## config.mk

```make
export PLATFORM = sky130hd
export DESIGN_NAME = sel_loader
export DESIGN_NICKNAME = d
export VERILOG_FILES = /design/src/include/sel_pkg.sv /design/src/include/sel_uart_if.sv /design/src/core/sel_loader.sv /design/src/core/sel_uart.sv
export VERILOG_INCLUDE_DIRS = /design/src /design/src/include
export SDC_FILE = /design/constraint.sdc
export NUM_CORES = 1
export LEC_CHECK = 0
export ABC_CLOCK_PERIOD_IN_PS = 2500
export BUFFER_PORTS_ARGS = -buffer_cell sky130_fd_sc_hd__buf_2
export CAP_MARGIN = 20
export CORE_MARGIN = 5
export CORE_UTILIZATION = 52
export DETAILED_ROUTE_END_ITERATION = 10
export PLACE_DENSITY = 0.85
export SETUP_SLACK_MARGIN = 0.3
export SLEW_MARGIN = 20
export SYNTH_ARGS = -nofsm -noshare
export SYNTH_HDL_FRONTEND = slang
export SYNTH_SLANG_ARGS = --single-unit
```

## constraint.sdc

```tcl
create_clock -name clk -period 2.5 [get_ports clk]
set_input_delay 0.5 -clock clk [delete_from_list [all_inputs] [get_ports clk]]
set_output_delay 0.5 -clock clk [all_outputs]
set_load 0.05 [all_outputs]
```

## src/include/sel_map.svh

```systemverilog
// offsets, field positions, reset values and timing counts of the loader
`ifndef SEL_MAP_SVH
`define SEL_MAP_SVH

// register indices; byte address on the bus is four times the index
`define SEL_IDX_EECTL 14'h103b
`define SEL_IDX_MODE 14'h103c
`define SEL_IDX_CFG 14'h103f
`define SEL_IDX_CTRL 14'h1040
`define SEL_IDX_STAT 14'h1041

// target address of the system setup register in the load map
`define SEL_CFG_ADDR 16'h103f

// field positions
`define SEL_MDA_BIT 5
`define SEL_EE_VPP 0
`define SEL_EE_LAT 1
`define SEL_EE_ERASE 2
`define SEL_CTRL_EN 0

// reset values and the erased byte value
`define SEL_EECTL_RST 8'h00
`define SEL_MODE_RST 8'h00
`define SEL_CFG_RST 8'hff
`define SEL_ERASED 8'hff

// characters
`define SEL_CH_S 8'h53
`define SEL_CH_I 8'h49
`define SEL_CH_X 8'h58
`define SEL_CH_V 8'h56
`define SEL_CH_1 8'h31
`define SEL_CH_9 8'h39

// timing
`define SEL_CLK_NS 25
`define SEL_PROG_NS 10000000
`define SEL_PROG_CYC ((`SEL_PROG_NS + `SEL_CLK_NS - 1) / `SEL_CLK_NS)
`define SEL_POLL_NS 500000
`define SEL_POLL_CYC ((`SEL_POLL_NS + `SEL_CLK_NS - 1) / `SEL_CLK_NS)
`define SEL_BAUD 9600
`define SEL_BIT_CYC (1000000000 / (`SEL_BAUD * `SEL_CLK_NS))

`endif

```

## src/include/sel_pkg.sv

```systemverilog
// types shared by the loader core and its serial port
package sel_pkg;
  typedef enum logic [4:0] {
    S_IDLE = 5'h00, S_OPT = 5'h01, S_SEEK = 5'h02, S_TYPE = 5'h03,
    S_BYTE = 5'h04, S_IE_LAT = 5'h05, S_IE_ON = 5'h06, S_IE_HV = 5'h07,
    S_IE_END = 5'h08, S_EXT_DLY = 5'h09, S_RD = 5'h0a, S_CHK = 5'h0b,
    S_SEND_BAD = 5'h0c, S_HANG = 5'h0d, S_STOP = 5'h0e
  } sel_state_t;
  typedef enum logic [1:0] {OPT_INT = 2'h0, OPT_EXT = 2'h1, OPT_VFY = 2'h2} sel_opt_t;
  typedef enum logic [1:0] {REC_HDR = 2'h0, REC_DATA = 2'h1, REC_TERM = 2'h2} sel_rec_t;
  typedef enum logic [2:0] {
    RS_NONE = 3'h0, RS_EECTL = 3'h1, RS_MODE = 3'h2, RS_CFG = 3'h3,
    RS_CTRL = 3'h4, RS_STAT = 3'h5
  } sel_reg_t;
  typedef struct packed {
    sel_state_t st; sel_opt_t opt; sel_rec_t rec;
    logic enable; logic hung; logic nib; logic phase;
    logic [3:0] hiNib; logic [1:0] field; logic [7:0] cnt;
    logic [15:0] addr; logic [7:0] data; logic [7:0] rdByte; logic [19:0] tmr;
    logic [7:0] eeCtl; logic [7:0] modeReg; logic [7:0] cfgPend; logic [7:0] cfgActive;
    logic rxFull; logic [7:0] rxHold; logic txStb; logic [7:0] txByte;
    logic [15:0] memAddr; logic [7:0] memWdata; logic memWr; logic memRd;
    logic [15:0] jumpAddr; logic jumpStb;
    logic [31:0] prdata; logic pready; logic pslverr;
  } sel_core_t;
  typedef struct packed {
    logic rxS1; logic rxS2; logic rxBusy; logic [15:0] rxCnt; logic [3:0] rxBit;
    logic [7:0] rxSh; logic rxStb; logic [7:0] rxByte;
    logic txBusy; logic [15:0] txCnt; logic [3:0] txBit; logic [9:0] txSh;
  } sel_uart_t;
endpackage

```

## src/include/sel_uart_if.sv

```systemverilog
// byte path between the loader core and its serial port
`timescale 1ns/10ps
`default_nettype none
interface sel_uart_if;
  logic rxStb;
  logic [7:0] rxByte;
  logic txStb;
  logic [7:0] txByte;
  logic txBusy;
  modport core (input rxStb, input rxByte, input txBusy, output txStb, output txByte);
  modport uart (output rxStb, output rxByte, output txBusy, input txStb, input txByte);
endinterface
`default_nettype wire

```

## src/core/sel_loader.sv

```systemverilog
// serial record loader: option, record parsing, memory programming, verify
//
// The APB slave port is this design's own decision.
`timescale 1ns/10ps
`default_nettype none
`include "sel_map.svh"
// Function
// - every character taken in the option, seek, type or byte state is echoed back at once
// - verify mismatch sends the stored byte back after the echo
// - programming read-back mismatch stops all responses; host aborts
// - setup register target skips the read-back check
// - new setup value takes effect only after the next reset
// - mode select bit is set before any programming
// - on-chip byte is erased to all ones, then written
// - address and data latched while programming voltage is on
// - on-chip programming time is counted by the loader
// - external write completion polled on the top data bit
// - option letter I, X or V applies to the whole file
// - 8K external part aliases C000-DFFF onto E000-FFFF
// - termination record with nonzero address jumps there
// - type 1 carries data; type 0 is a header only
// - record is length, address high, address low, data, checksum
// - characters after the type digit are hex digit pairs, high nibble first
// - checksum byte is read but never checked
// - record link runs eight data bits at 9600 baud
// - external polling starts half a millisecond after each write
module sel_loader #(
  parameter int PROG_CYC = `SEL_PROG_CYC,
  parameter int POLL_CYC = `SEL_POLL_CYC,
  parameter int BIT_CYC = `SEL_BIT_CYC,
  parameter bit EXT_16K = 1'b0
) (
  // system
  input wire logic clk,
  input wire logic rstn,
  input wire logic porRstn,
  // apb slave
  input wire logic psel,
  input wire logic penable,
  input wire logic pwrite,
  input wire logic [15:0] paddr,
  input wire logic [31:0] pwdata,
  output logic [31:0] prdata,
  output logic pready,
  output logic pslverr,
  // serial link
  input wire logic rxd,
  output logic txd,
  // memory bus, read data valid while memRd is high
  output logic [15:0] memAddr,
  output logic [7:0] memWdata,
  output logic memWr,
  output logic memRd,
  input wire logic [7:0] memRdata,
  // on-chip eeprom and mode controls
  output logic eeVolt,
  output logic eeLatch,
  output logic eeErase,
  output logic modeSelect,
  output logic [7:0] configActive,
  // execution transfer
  output logic [15:0] jumpAddr,
  output logic jumpStb
);
  localparam logic [19:0] PROGN = 20'(PROG_CYC - 1);
  localparam logic [19:0] POLLN = 20'(POLL_CYC - 1);
  localparam sel_pkg::sel_core_t RST_C = '{
    st: sel_pkg::S_IDLE, opt: sel_pkg::OPT_INT, rec: sel_pkg::REC_HDR,
    eeCtl: `SEL_EECTL_RST, modeReg: `SEL_MODE_RST,
    cfgPend: `SEL_CFG_RST, cfgActive: `SEL_CFG_RST, default: '0};

  sel_pkg::sel_core_t s;
  sel_pkg::sel_core_t n;
  logic take;
  sel_uart_if uif();

  sel_uart #(.BIT_CYC(BIT_CYC)) uart (
    .clk(clk),
    .rstn(rstn),
    .rxd(rxd),
    .txd(txd),
    .u(uif.uart)
  );

  function automatic logic [3:0] hexVal(input logic [7:0] c);
    if (c >= 8'h61)
      hexVal = 4'(c - 8'h57);
    else if (c >= 8'h41)
      hexVal = 4'(c - 8'h37);
    else
      hexVal = c[3:0];
  endfunction

  function automatic logic [15:0] mapAddr(input logic [15:0] a);
    if (!EXT_16K && a[15:13] == 3'h6)
      mapAddr = {3'h7, a[12:0]};
    else
      mapAddr = a;
  endfunction

  function automatic sel_pkg::sel_reg_t regSel(input logic [15:0] a);
    if (a[1:0] != 2'h0)
      regSel = sel_pkg::RS_NONE;
    else if (a[15:2] == `SEL_IDX_EECTL)
      regSel = sel_pkg::RS_EECTL;
    else if (a[15:2] == `SEL_IDX_MODE)
      regSel = sel_pkg::RS_MODE;
    else if (a[15:2] == `SEL_IDX_CFG)
      regSel = sel_pkg::RS_CFG;
    else if (a[15:2] == `SEL_IDX_CTRL)
      regSel = sel_pkg::RS_CTRL;
    else if (a[15:2] == `SEL_IDX_STAT)
      regSel = sel_pkg::RS_STAT;
    else
      regSel = sel_pkg::RS_NONE;
  endfunction

  always_comb
  begin
    sel_pkg::sel_reg_t rs;
    logic [7:0] b;
    rs = regSel(paddr);
    n = s;
    b = {s.hiNib, hexVal(s.rxHold)};
    n.txStb = 1'b0;
    n.memWr = 1'b0;
    n.memRd = 1'b0;
    n.jumpStb = 1'b0;
    // read data is caught in setup so it stands through the access cycle
    n.pready = psel & ~penable;
    n.pslverr = 1'b0;
    if (psel && !penable)
    begin
      n.pslverr = (rs == sel_pkg::RS_NONE);
      if (rs == sel_pkg::RS_EECTL)
        n.prdata = {24'h0, s.eeCtl};
      else if (rs == sel_pkg::RS_MODE)
        n.prdata = {24'h0, s.modeReg};
      else if (rs == sel_pkg::RS_CFG)
        n.prdata = {24'h0, s.cfgActive};
      else if (rs == sel_pkg::RS_CTRL)
        n.prdata = {31'h0, s.enable};
      else if (rs == sel_pkg::RS_STAT)
        n.prdata = {s.jumpAddr, 6'h0, s.opt, s.hung, 2'h0, s.st};
      else
        n.prdata = 32'h0;
    end
    if (psel && penable && s.pready && pwrite)
    begin
      if (rs == sel_pkg::RS_EECTL)
        n.eeCtl = pwdata[7:0];
      else if (rs == sel_pkg::RS_MODE)
        n.modeReg = pwdata[7:0];
      else if (rs == sel_pkg::RS_CFG)
        n.cfgPend = pwdata[7:0];
      else if (rs == sel_pkg::RS_CTRL)
        n.enable = pwdata[`SEL_CTRL_EN];
    end
    // one character is held; the host paces itself on the echo
    take = s.rxFull && !uif.txBusy && !s.txStb &&
      (s.st == sel_pkg::S_OPT || s.st == sel_pkg::S_SEEK ||
       s.st == sel_pkg::S_TYPE || s.st == sel_pkg::S_BYTE);
    if (take)
    begin
      n.rxFull = 1'b0;
      n.txStb = 1'b1;
      n.txByte = s.rxHold;
    end
    if (uif.rxStb)
    begin
      n.rxFull = 1'b1;
      n.rxHold = uif.rxByte;
    end
    case (s.st)
      sel_pkg::S_IDLE:
      begin
        n.rxFull = 1'b0;
        if (s.enable)
        begin
          n.modeReg[`SEL_MDA_BIT] = 1'b1;
          n.hung = 1'b0;
          n.st = sel_pkg::S_OPT;
        end
      end
      sel_pkg::S_OPT:
      begin
        if (take)
        begin
          if (s.rxHold == `SEL_CH_I)
          begin
            n.opt = sel_pkg::OPT_INT;
            n.st = sel_pkg::S_SEEK;
          end
          else if (s.rxHold == `SEL_CH_X)
          begin
            n.opt = sel_pkg::OPT_EXT;
            n.st = sel_pkg::S_SEEK;
          end
          else if (s.rxHold == `SEL_CH_V)
          begin
            n.opt = sel_pkg::OPT_VFY;
            n.st = sel_pkg::S_SEEK;
          end
        end
      end
      sel_pkg::S_SEEK:
      begin
        if (take && s.rxHold == `SEL_CH_S)
          n.st = sel_pkg::S_TYPE;
      end
      sel_pkg::S_TYPE:
      begin
        if (take)
        begin
          if (s.rxHold == `SEL_CH_1)
            n.rec = sel_pkg::REC_DATA;
          else if (s.rxHold == `SEL_CH_9)
            n.rec = sel_pkg::REC_TERM;
          else
            n.rec = sel_pkg::REC_HDR;
          n.field = 2'h0;
          n.nib = 1'b0;
          n.st = sel_pkg::S_BYTE;
        end
      end
      sel_pkg::S_BYTE:
      begin
        if (take && !s.nib)
        begin
          n.nib = 1'b1;
          n.hiNib = hexVal(s.rxHold);
        end
        else if (take)
        begin
          n.nib = 1'b0;
          if (s.field == 2'h0)
          begin
            n.cnt = b;
            n.field = 2'h1;
          end
          else
          begin
            n.cnt = s.cnt - 8'h01;
            if (s.field == 2'h1)
            begin
              n.addr[15:8] = b;
              n.field = 2'h2;
            end
            else if (s.field == 2'h2)
            begin
              n.addr[7:0] = b;
              n.field = 2'h3;
            end
            else if (s.cnt == 8'h01)
            begin
              // checksum byte consumed, value unused
              if (s.rec == sel_pkg::REC_TERM && s.addr != 16'h0)
              begin
                n.jumpAddr = s.addr;
                n.jumpStb = 1'b1;
                n.st = sel_pkg::S_STOP;
              end
              else
                n.st = sel_pkg::S_SEEK;
            end
            else if (s.rec == sel_pkg::REC_DATA)
            begin
              n.data = b;
              n.memAddr = mapAddr(s.addr);
              n.memWdata = b;
              n.modeReg[`SEL_MDA_BIT] = 1'b1;
              if (s.opt == sel_pkg::OPT_VFY)
                n.st = sel_pkg::S_RD;
              else if (s.addr == `SEL_CFG_ADDR)
              begin
                // no read-back: the stored value stays hidden until reset
                n.cfgPend = b;
                n.addr = s.addr + 16'h1;
              end
              else if (s.opt == sel_pkg::OPT_INT)
              begin
                n.phase = 1'b0;
                n.st = sel_pkg::S_IE_LAT;
              end
              else
              begin
                n.memWr = 1'b1;
                n.tmr = POLLN;
                n.st = sel_pkg::S_EXT_DLY;
              end
            end
          end
        end
      end
      sel_pkg::S_IE_LAT:
      begin
        n.eeCtl = 8'h00;
        n.eeCtl[`SEL_EE_LAT] = 1'b1;
        n.eeCtl[`SEL_EE_ERASE] = ~s.phase;
        n.memWdata = s.phase ? s.data : `SEL_ERASED;
        n.memWr = 1'b1;
        n.st = sel_pkg::S_IE_ON;
      end
      sel_pkg::S_IE_ON:
      begin
        n.eeCtl[`SEL_EE_VPP] = 1'b1;
        n.tmr = PROGN;
        n.st = sel_pkg::S_IE_HV;
      end
      sel_pkg::S_IE_HV:
      begin
        if (s.tmr == 20'h0)
        begin
          n.eeCtl[`SEL_EE_VPP] = 1'b0;
          n.st = sel_pkg::S_IE_END;
        end
        else
          n.tmr = s.tmr - 20'h1;
      end
      sel_pkg::S_IE_END:
      begin
        n.eeCtl = 8'h00;
        n.phase = 1'b1;
        n.st = s.phase ? sel_pkg::S_RD : sel_pkg::S_IE_LAT;
      end
      sel_pkg::S_EXT_DLY:
      begin
        if (s.tmr == 20'h0)
          n.st = sel_pkg::S_RD;
        else
          n.tmr = s.tmr - 20'h1;
      end
      sel_pkg::S_RD:
      begin
        n.memRd = 1'b1;
        n.st = sel_pkg::S_CHK;
      end
      sel_pkg::S_CHK:
      begin
        n.addr = s.addr + 16'h1;
        n.st = sel_pkg::S_BYTE;
        if (s.opt == sel_pkg::OPT_VFY && memRdata != s.data)
        begin
          n.rdByte = memRdata;
          n.addr = s.addr;
          n.st = sel_pkg::S_SEND_BAD;
        end
        else if (s.opt == sel_pkg::OPT_EXT && memRdata[7] != s.data[7])
        begin
          n.addr = s.addr;
          n.st = sel_pkg::S_RD;
        end
        else if (s.opt != sel_pkg::OPT_VFY && memRdata != s.data)
        begin
          n.addr = s.addr;
          n.hung = 1'b1;
          n.st = sel_pkg::S_HANG;
        end
      end
      sel_pkg::S_SEND_BAD:
      begin
        if (!uif.txBusy && !s.txStb)
        begin
          n.txStb = 1'b1;
          n.txByte = s.rdByte;
          n.addr = s.addr + 16'h1;
          n.st = sel_pkg::S_BYTE;
        end
      end
      default:
      begin
        n.st = s.st;
      end
    endcase
    // software abort; programming voltage is dropped at once
    if (!s.enable && s.st != sel_pkg::S_IDLE)
    begin
      n.st = sel_pkg::S_IDLE;
      n.eeCtl = 8'h00;
    end
  end

  always_ff @(posedge clk)
  begin
    if (!porRstn)
      s <= RST_C;
    else if (!rstn)
    begin
      s <= RST_C;
      s.cfgPend <= s.cfgPend;
      s.cfgActive <= s.cfgPend;
    end
    else
      s <= n;
  end

  assign uif.txStb = s.txStb;
  assign uif.txByte = s.txByte;
  assign prdata = s.prdata;
  assign pready = s.pready;
  assign pslverr = s.pslverr;
  assign memAddr = s.memAddr;
  assign memWdata = s.memWdata;
  assign memWr = s.memWr;
  assign memRd = s.memRd;
  assign eeVolt = s.eeCtl[`SEL_EE_VPP];
  assign eeLatch = s.eeCtl[`SEL_EE_LAT];
  assign eeErase = s.eeCtl[`SEL_EE_ERASE];
  assign modeSelect = s.modeReg[`SEL_MDA_BIT];
  assign configActive = s.cfgActive;
  assign jumpAddr = s.jumpAddr;
  assign jumpStb = s.jumpStb;
endmodule // sel_loader
`default_nettype wire

```

## src/core/sel_uart.sv

```systemverilog
// 8N1 serial port: synchronised receiver and transmitter
`timescale 1ns/10ps
`default_nettype none
`include "sel_map.svh"
module sel_uart #(
  parameter int BIT_CYC = `SEL_BIT_CYC
) (
  // system
  input wire logic clk,
  input wire logic rstn,
  // pins
  input wire logic rxd,
  output logic txd,
  // byte side
  sel_uart_if.uart u
);
  localparam logic [15:0] BITN = 16'(BIT_CYC - 1);
  localparam logic [15:0] HALF = 16'(BIT_CYC / 2);
  sel_pkg::sel_uart_t s;
  sel_pkg::sel_uart_t n;

  always_comb
  begin
    n = s;
    n.rxS1 = rxd;
    n.rxS2 = s.rxS1;
    n.rxStb = 1'b0;
    if (!s.rxBusy)
    begin
      if (!s.rxS2)
      begin
        n.rxBusy = 1'b1;
        n.rxCnt = HALF;
        n.rxBit = 4'h0;
      end
    end
    else if (s.rxCnt != 16'h0)
      n.rxCnt = s.rxCnt - 16'h1;
    else
    begin
      n.rxCnt = BITN;
      n.rxBit = s.rxBit + 4'h1;
      // a glitch shorter than half a bit is not a start
      if (s.rxBit == 4'h0 && s.rxS2)
        n.rxBusy = 1'b0;
      else if (s.rxBit == 4'h9)
      begin
        n.rxBusy = 1'b0;
        n.rxStb = 1'b1;
        n.rxByte = s.rxSh;
      end
      else if (s.rxBit != 4'h0)
        n.rxSh = {s.rxS2, s.rxSh[7:1]};
    end
    if (!s.txBusy)
    begin
      if (u.txStb)
      begin
        n.txBusy = 1'b1;
        n.txSh = {1'b1, u.txByte, 1'b0};
        n.txCnt = BITN;
        n.txBit = 4'h0;
      end
    end
    else if (s.txCnt != 16'h0)
      n.txCnt = s.txCnt - 16'h1;
    else
    begin
      n.txCnt = BITN;
      n.txSh = {1'b1, s.txSh[9:1]};
      n.txBit = s.txBit + 4'h1;
      if (s.txBit == 4'h9)
        n.txBusy = 1'b0;
    end
  end

  always_ff @(posedge clk)
  begin
    if (!rstn)
      s <= '{rxS1: 1'b1, rxS2: 1'b1, txSh: 10'h3ff, default: '0};
    else
      s <= n;
  end

  assign txd = s.txSh[0];
  assign u.rxStb = s.rxStb;
  assign u.rxByte = s.rxByte;
  assign u.txBusy = s.txBusy;
endmodule // sel_uart
`default_nettype wire

```

==> results of run 1 <==
per-layer routing:
metal | wire, um | part of all wire
met4 | 2270 | 0.054
met1 | 15900 | 0.38
met3 | 2960 | 0.071
met5 | 0 | 0
met2 | 20800 | 0.50
worst max path at each step:
stage / from / end / slack [ps] / cells after the start
after floorplan: uart.s[61]$_SDFFE_PN0P_ / uart.u.rxByte[7]$_SDFFE_PN0P_ / -160 / 8
after global placement: s[187]$_SDFFE_PN0P_ / s[131]$_SDFFE_PN0P_ / -80 / 10
after detailed placement: s[188]$_SDFFE_PN0P_ / s[131]$_SDFFE_PN0P_ / -210 / 10
after CTS: s[187]$_SDFFE_PN0P_ / s[129]$_SDFFE_PN0P_ / -140 / 10
after global routing: s[187]$_SDFFE_PN0P_ / s[131]$_SDFFE_PN0P_ / -270 / 10
final: uart.s[63]$_SDFFE_PN0P_ / uart.u.rxByte[6]$_SDFFE_PN0P_ / -200 / 7
power by group through the flow:
stage	Combinational [W]	Sequential (W)	Clock (W)
global placement	0.000548	0.00447	0
global route	0.000748	0.00438	0.00474
detailed placement	0.000568	0.00447	0
finish	0.000691	0.00438	0.00452
CTS	0.000643	0.00438	0.00455
floorplan	0.000404	0.00447	0
flip-flops by register name, summed over array words and instances (netlist names):
register / count
pready: 1
configActive: 8
uart.u.rxStb: 1
uart.s: 59
uart.u.txBusy: 1
uart.u.rxByte: 8
jumpAddr: 16
jumpStb: 1
memWdata: 8
memRd: 1
uart.txd: 1
pslverr: 1
s: 107
eeLatch: 1
prdata: 26
uart.n: 1
eeVolt: 1
eeErase: 1
memWr: 1
uif.txStb: 1
memAddr: 16
uif.txByte: 8
modeSelect: 1
area by class of cell:
cell class,count,share of cell area
inverters,42,0.00961
clock inverters,15,0.0109
well taps,335,0.0244
repair buffers,278,0.114
flip-flops and latches,270,0.316
multi-input cells,1218,0.478
clock buffers,38,0.0477
cells by family after synthesis:
| logic type | after synthesis | synth area share |
|---|---|---|
| flops | 270 | 0.394 |
| mux | 60 | 0.0439 |
| compound gates | 445 | 0.209 |
| xor+xnor | 29 | 0.0185 |
| buf+inv | 231 | 0.0870 |
| simple gates | 657 | 0.229 |
| other cells | 1 | 0.000273 |
| fa+ha+maj | 20 | 0.0182 |
worst max-delay path, stage by stage, from the launching register on:
cell and delay, ps:
dfxtp_2 310, or4_4 530, or4_4 440, or4_4 510, or3_1 350, buf_6 180, mux2i_2 200, nor2_1 70
metrics by stage:
step | hold WS [ps] | total power, W | instance area [um2] | setup TNS (ps) | worst slack [ps]
2_1_floorplan | 386 | 0.00487 | 14100 | -1950 | -158
3_3_place_gp | 398 | 0.00502 | 14900 | -1020 | -84.8
3_5_place_dp | 409 | 0.00504 | 14900 | -3650 | -214
4_1_cts | 157 | 0.00958 | 16500 | -1800 | -142
5_1_grt | 158 | 0.00987 | 17200 | -5970 | -268
6_report | 158 | 0.00959 | 17200 | -3720 | -201
placed cells by master (no fill, tap or decap), drive strengths merged, types with 32 or more instances in the layout:
cell type    n
buf        275
inv         42
nor3        52
a21oi      146
a22oi       32
clkbuf      40
nor2       193
nand3       63
dfxtp      270
mux2i       59
o21ai       94
nand2      184
what timing repair did:
action	4_1_cts	5_1_grt
pin swaps	30	41
resized for setup	102	122
buffers inserted	15	20
gates cloned	3	2
setup endpoints to repair	125	133
==> impl_metrics.tcl, run 1 <==
set metrics [dict create \
    min_to "uart.n[69]$_SDFF_PN1_" \
    seq_area_frac_synth 0.394 \
    antenna_found_initial 0 \
    rsz0062_at_grt "true" \
    gr-max-usage-layer "met2" \
    multi_input_area_um2 8210 \
    num_rows 59 \
    drv_slew 0 \
    core-area_um2 26000 \
    vias 13700 \
    holdPathStages 2 \
    die_y_um 172 \
    htree_levels 1 \
    grt_use_met2 0.462 \
    ir_worst_vdd_mv 0.676 \
    synth_cell_type_count 80 \
    max_freq_mhz 370 \
    p_comb_frac 0.072 \
    synth_area_leader_cell "dfxtp_1" \
    drc 0 \
    grt_use_met1 0.312 \
    worstPathArrival_ps 3140 \
    clk_pin_slew_worst_paths_ps 60 \
    syn_area_um2 13700 \
    pin_count 153 \
    grtUsageTotal 0.261 \
    clk_latency_ps 560 \
    initial_core_util 0.528 \
    p_int_w 0.00731 \
    clock_skew_ps 14.4 \
    power.density_nw_per_um2 558 \
    setup_viol 29 \
    fin_cells 2196 \
    cts_tree "built" \
    overflow 0 \
    p_sw_frac 0.238 \
    p_switching_w 0.00228 \
    status "complete, but fails checks" \
    worstHoldStart "rxd" \
    crit_path_end_kind "flop" \
    syn_inst 1713 \
    area_delta_synth_final_pct 25.3 \
    worstSetupPathType "flop to flop" \
    cts_sinks 270 \
    min_path_type "input port to flop" \
    synth.top_cell.area_share 0.394 \
    io_buffers 122 \
    antennaDiodeCount 0 \
    worst_slack_ps -201 \
    regArea_um2 5430 \
    cts_buffers 29 \
    finalNetCount 1922 \
    cp_max_fo 8 \
    fin_crit_sh 1.08 \
    cp-start-kind "flop" \
    grt_pass1_vias 13000 \
    drive_above_1_share 0.289 \
    timing_hold_violations_final 0 \
    r2r-end "uart.u.rxByte[6]$_SDFFE_PN0P_" \
    die_x_um 172 \
    ys_ff_latch 270 \
    synth_most_common_cell "dfxtp_1" \
    ys_top_cells_by_count "dfxtp_1 (270), nor2_1 (193), nand2_1 (184)" \
    fill_cells 1976 \
    final_util 0.662 \
    syn_area_per_cell_um2 8.01 \
    synthTopCellsByArea "dfxtp_1 (39%), a21oi_1 (5.3%), nor2_1 (5.3%)" \
    rr_startpoint "uart.s[63]$_SDFFE_PN0P_" \
    vias_per_cell 6.22 \
    met3_usage 0.0329 \
    synth-edff-count 0 \
    ys_warn_count 0 \
    die-area_um2 29700 \
    synth_flop_cell "dfxtp_1" \
    violations "negative setup slack" \
    wl_um 42000 \
    ant_nets 0 \
    first_iter_violations 1181 \
    place_congestion 0.976 \
    drtPass1Iterations 7 \
    p_leak_nw 6.71 \
    dp.cells 2103 \
    postCtsHoldBufs 0 \
    grt_max_degree 82 \
    synthArstFlopShare 0 \
    dp_hpwl_um 27300 \
    cp.required_ps 2940 \
    clockRootBuffer "clkbuf_16" \
    route.detailed.wl_per_inst_um 19.1 \
    max-cap-violations 0 \
    grt_pass1_wl_um 64500 \
    worst_slew_pin_slew_ps 1030 \
    power_frac_clock 0.471 \
    slew_headroom 0.310 \
    pwr-share-seq 0.457 \
    r2r_slack_ps -200 \
    r2r_cells 7 \
    post-route-min-period_ps 2700 \
    cts_buffer_depth 3 \
]
Note: power is estimated with default switching activity, not from simulation.
==> run 2: changes to the inputs <==
- ABC_AREA: default -> 1
==> impl_metrics.tcl, run 2 <==
set metrics [dict create \
    status "finished, final reports clean" \
    finalNetCount 2205 \
    grt_max_degree 42 \
    syn_area_per_cell_um2 6.87 \
    p_leak_nw 6.96 \
    cts_sinks 270 \
    top_register "s" \
    cts_buffer_depth 3 \
    grtUsageTotal 0.241 \
    num_rows 60 \
    vias 14100 \
    drv_slew 0 \
    die-area_um2 30600 \
    worstSetupPathType "flop to flop" \
    fin_cells 2486 \
    grt_use_met2 0.423 \
    crit_path_end_kind "flop" \
    initial_core_util 0.526 \
    grt_pass1_vias 12900 \
    grt_use_met1 0.296 \
    cp-start-kind "flop" \
    largest_reg_flops 107 \
    pin_count 153 \
    met3_usage 0.0372 \
    seq_area_frac_synth 0.382 \
    synth_cell_type_count 48 \
    die_y_um 175 \
    io_buffers 122 \
    fin_setup_tns_ps 0 \
    worstPathArrival_ps 2620 \
    slew_headroom 0.627 \
    syn_area_um2 14100 \
    antenna_found_initial 2 \
    fin_crit_sh 0.854 \
    setup_viol 0 \
    core-area_um2 26900 \
    cp.required_ps 2980 \
    clockRootBuffer "clkbuf_16" \
    synthArstFlopShare 0 \
    ys_ff_latch 270 \
    htree_levels 1 \
    vias_per_cell 5.66 \
    synth_area_leader_cell "dfxtp_1" \
    dp_hpwl_um 27600 \
    worst_slack_ps 366 \
    synth_most_common_cell "nand2_1" \
    worstHoldStart "rxd" \
    dp.cells 2421 \
    area_delta_synth_final_pct 13.3 \
    place_congestion 0.999 \
    clk_pin_slew_worst_paths_ps 60 \
    overflow 0 \
    wl_um 39200 \
    route.detailed.wl_per_inst_um 15.8 \
    layout_commonest_cell "nand2_1" \
    max_freq_mhz 469 \
    clk_latency_ps 560 \
    timing.hold.ws_ps 155 \
    ys_top_cells_by_count "nand2_1 (392), dfxtp_1 (270), nor2_1 (245)" \
    ant_nets 0 \
    synth-edff-count 0 \
    holdPathStages 2 \
    power.density_nw_per_um2 620 \
    synth_flop_cell "dfxtp_1" \
    cts_buffers 29 \
    syn_inst 2057 \
    r2r_slack_ps 370 \
    synth.top_cell.area_share 0.382 \
    drive_above_1_share 0.152 \
    clock_skew_ps 22.0 \
    min_path_type "input port to flop" \
    rr_startpoint "s[163]$_SDFFE_PN0P_" \
    die_x_um 175 \
    worst_slew_pin_slew_ps 558 \
    rsz0062_at_grt "true" \
    ys_warn_count 0 \
    gr-max-usage-layer "met2" \
    drc 0 \
    grt_pass1_wl_um 62700 \
    final_cell_mix "nand2_1 (383), dfxtp_1 (263), nor2_1 (239)" \
    place_ws_ps 104 \
    ir_worst_vdd_mv 0.634 \
    r2r_cells 9 \
    cp_max_fo 5 \
    timing_hold_violations_final 0 \
    postCtsHoldBufs 0 \
    first_iter_violations 1507 \
    min_to "uart.n[69]$_SDFF_PN1_" \
    drtPass1Iterations 6 \
    synthTopCellsByArea "dfxtp_1 (38%), nand2_1 (10%), a21oi_1 (7.8%)" \
    r2r-end "s[108]$_SDFFE_PN1P_" \
    cts_tree "built" \
    post-route-min-period_ps 2130 \
    max-cap-violations 0 \
]
==> run 2: cell count changes after synthesis, moves of 18 or more <==
cell / delta
a21oi_1: +74
a22oi_1: -30
clkbuf_1: -56
inv_1: +156
mux2i_1: -59
nand2_1: +208
nand2b_1: -25
nand3_1: +62
nand4_1: +23
nor2_1: +52
nor4_1: -20
o21ai_0: +94
or3_1: -19
xor2_1: +18
==> run 2: what timing repair did <==
| action | in CTS | in global routing |
|---|---|---|
| setup buffers | 1 | 8 |
| gates cloned | 1 | 1 |
| pin swaps | 1 | 10 |
| endpoints found under the setup margin | 57 | 132 |
| resized for setup | 13 | 63 |
==> run 2: cells by family after synthesis <==
logic type / Yosys count / share of synthesized area
AO/OA/AOI/OAI: 470 / 0.177
flip-flops: 270 / 0.382
buffers and inverters: 363 / 0.122
AND/OR/NAND/NOR: 885 / 0.271
other: 1 / 0.000265
adder cells (fa/ha/maj): 20 / 0.0177
XOR/XNOR: 48 / 0.0297
==> run 2: cell type report <==
type,instances,area (um2)
diodes,2,5.00
flip-flops and latches,270,5410
inverters,218,831
repair buffers,174,1060
clock inverters,18,255
multi-input cells,1429,7240
well taps,341,427
fillers,2300,10900
clock buffers,34,774
==> run 2: through the flow <==
| stage | power [W] | area (um2) | util |
|---|---|---|---|
| floorplan | 0.00513 | 14200 | - |
| finish | 0.00992 | 16000 | 0.596 |
| CTS | 0.00991 | 15700 | 0.585 |
| detailed placement | 0.00533 | 14600 | 0.545 |
| global route | 0.0103 | 16000 | 0.596 |
| global placement | 0.00531 | 14600 | 0.545 |
==> run 2: worst max-delay path, cell delays in order, from the launching register on <==
cell and delay [ps]:
dfxtp_2 400, ha_4 180, nand3_2 170, nor3_4 210
buf_4 160, nor3b_1 410, nand4_1 230, nand3_1 140
o211ai_1 80, nand2_1 70
==> run 2: how the worst max path moves through the flow <==
stage                                 start                            end  slack [ps]  cells past startpoint
CTS                 uart.s[52]$_SDFFE_PN0P_  uart.u.rxByte[4]$_SDFFE_PN0P_         300                      9
global placement                  paddr[13]           eeLatch$_SDFFE_PP0P_         170                     13
floorplan                       memRdata[7]            s[174]$_SDFFE_PN0P_         520                     10
global route            s[204]$_SDFFE_PP0P_            s[165]$_SDFFE_PN0P_         220                     11
detailed placement                paddr[13]           eeLatch$_SDFFE_PP0P_         100                     13
finish                  s[163]$_SDFFE_PN0P_            s[108]$_SDFFE_PN1P_         370                      9
==> run 2: per-layer routing <==
metal | up-vias | part of all wire | wire length (um)
met4 | 0 | 0.041 | 1620
met3 | 145 | 0.072 | 2840
met5 | - | 0 | 0
li1 | 6817 | - | -
met1 | 6503 | 0.39 | 15400
met2 | 606 | 0.49 | 19300
==> run 2: power by group <==
group,leakage [nW],internal [W],switching [W]
clock,0.508,0.00283,0.00178
combinational,4.26,0.000287,0.000600
sequential,2.18,0.00436,0.0000614
total,6.96,0.00748,0.00244
==> run 3: changes to the inputs <==
- CTS_BUF_LIST: default -> sky130_fd_sc_hd__clkbuf_8
- RECOVER_POWER: default -> 50
- SKIP_CTS_REPAIR_TIMING: default -> 1
==> impl_metrics.tcl, run 3 (synthesis gave the netlist of run 2 again) <==
set metrics [dict create \
    core-area_um2 26900 \
    cp.required_ps 2930 \
    layout_commonest_cell "nand2_1" \
    antenna_found_initial 2 \
    worst_slew_pin_slew_ps 1110 \
    fin_crit_sh 0.873 \
    grtUsageTotal 0.239 \
    clk_pin_slew_worst_paths_ps 60 \
    vias 14100 \
    drive_above_1_share 0.110 \
    p_leak_nw 6.58 \
    drv_slew 0 \
    overflow 0 \
    drc 0 \
    path_buf_inv 3 \
    num_rows 60 \
    slew_headroom 0.258 \
    cts_sinks 270 \
    cp-start-kind "flop" \
    ir_worst_vdd_mv 0.337 \
    place_ws_ps 104 \
    fill_cells 2365 \
    dp_hpwl_um 27600 \
    htree_levels 2 \
    p_total_w 0.00916 \
    initial_core_util 0.526 \
    cts_buffer_depth 3 \
    status "finished, final reports clean" \
    die-area_um2 30600 \
    grt_max_degree 42 \
    rsz0062_at_grt "true" \
    regArea_um2 5410 \
    cp_top_family "simple AND/OR/NAND/NOR gates" \
    cp_max_fo 8 \
    min_path_type "input port to flop" \
    crit_chain "nor2_4, nand2_2, inv_1, nand2_1, clkbuf_4, inv_1, a21oi_1, nor2_4, a21oi_1, nor2_1" \
    top_register "s" \
    route.detailed.wl_per_inst_um 15.6 \
    grt_pass1_vias 12800 \
    drtPass1Iterations 6 \
    ant_nets 0 \
    max_freq_mhz 458 \
    clock_skew_ps 21.7 \
    timing_hold_violations_final 0 \
    clockRootBuffer "clkbuf_8" \
    die_y_um 175 \
    clk_latency_ps 560 \
    first_iter_violations 1550 \
    slowest_stage "dfxtp_1" \
    largest_reg_flops 107 \
    cts_buffers 45 \
    setup_viol 0 \
    stdcell_area_um2 15700 \
    grt_pass1_wl_um 61900 \
    max-cap-violations 0 \
    wl_um 39300 \
    io_buffers 122 \
    vias_per_cell 5.63 \
    max_stage_delay_ps 480 \
    final_util 0.586 \
    place_congestion 0.999 \
    worstPathArrival_ps 2610 \
    post-route-min-period_ps 2180 \
    multi_input_area_um2 7220 \
    crit_path_end_kind "flop" \
    worstSetupPathType "flop to flop" \
    area_delta_synth_final_pct 11.3 \
    final_cell_mix "nand2_1 (384), dfxtp_1 (264), nor2_1 (243)" \
    die_x_um 175 \
    pin_count 153 \
    placed_cell_area_um2 14600 \
    fin_setup_tns_ps 0 \
    finalNetCount 2220 \
    worst_slack_ps 319 \
    cts_tree "built" \
    power.density_nw_per_um2 582 \
]
-- run 3: cell types whose count changed in the layout (fill, tap and decap cells not counted), sizes merged --
cell	previous run	this run
bufinv	6	0
clkinv	14	12
buf	174	83
clkbuf	34	147
clkinvlp	4	5
inv	212	224
-- run 3: final timing paths --
kind	start	end	slack, ps	cells after the start
max	uart.u.txBusy$_SDFF_PN0_	s[204]$_SDFFE_PP0P_	320	10
min	rxd	uart.n[69]$_SDFF_PN1_	140	2
max reg2reg	uart.u.txBusy$_SDFF_PN0_	s[204]$_SDFFE_PP0P_	320	10
min reg2reg	uart.n[69]$_SDFF_PN1_	uart.s[69]$_SDFF_PN1_	410	1
-- run 3: where the power goes --
part	switching (W)	internal, W	total, W
clock network	0.00179	0.00205	0.00383
logic	0.000603	0.000296	0.000899
registers	0.0000613	0.00436	0.00443
total	0.00245	0.00671	0.00916
-- run 3: stage by stage --
stage / hold slack (ps) / instances
5_1_grt: 125 / 2513
6_report: 143 / 2513
4_1_cts: 121 / 2501
3_3_place_gp: 402 / 2421
2_1_floorplan: 393 / 2062
3_5_place_dp: 413 / 2421
-- run 3: worst register-to-register path: cells and delay by family, from the launching register on --
kind | cells | cell delay, ps
buffers and inverters | 3 | 450
AO/OA/AOI/OAI | 2 | 410
flip-flops | 1 | 480
AND/OR/NAND/NOR | 5 | 720
-- run 3: final cells by class --
| cell class | instances | share of cell area |
|---|---|---|
| antenna | 2 | 0.000318 |
| clock buffer | 57 | 0.0498 |
| clock inverter | 23 | 0.00668 |
| inverter | 218 | 0.0529 |
| multi-input combinational | 1429 | 0.459 |
| sequential | 270 | 0.344 |
| tap | 341 | 0.0271 |
| timing repair buffer | 173 | 0.0602 |
-- run 3: per-layer routing --
layer | global-route usage | wire [um] | up-vias
met4 | 0.113 | 1780 | 0
li1 | - | - | 6861
met1 | 0.296 | 15600 | 6510
met5 | 0 | 0 | -
met2 | 0.407 | 19100 | 608
met3 | 0.0383 | 2790 | 159
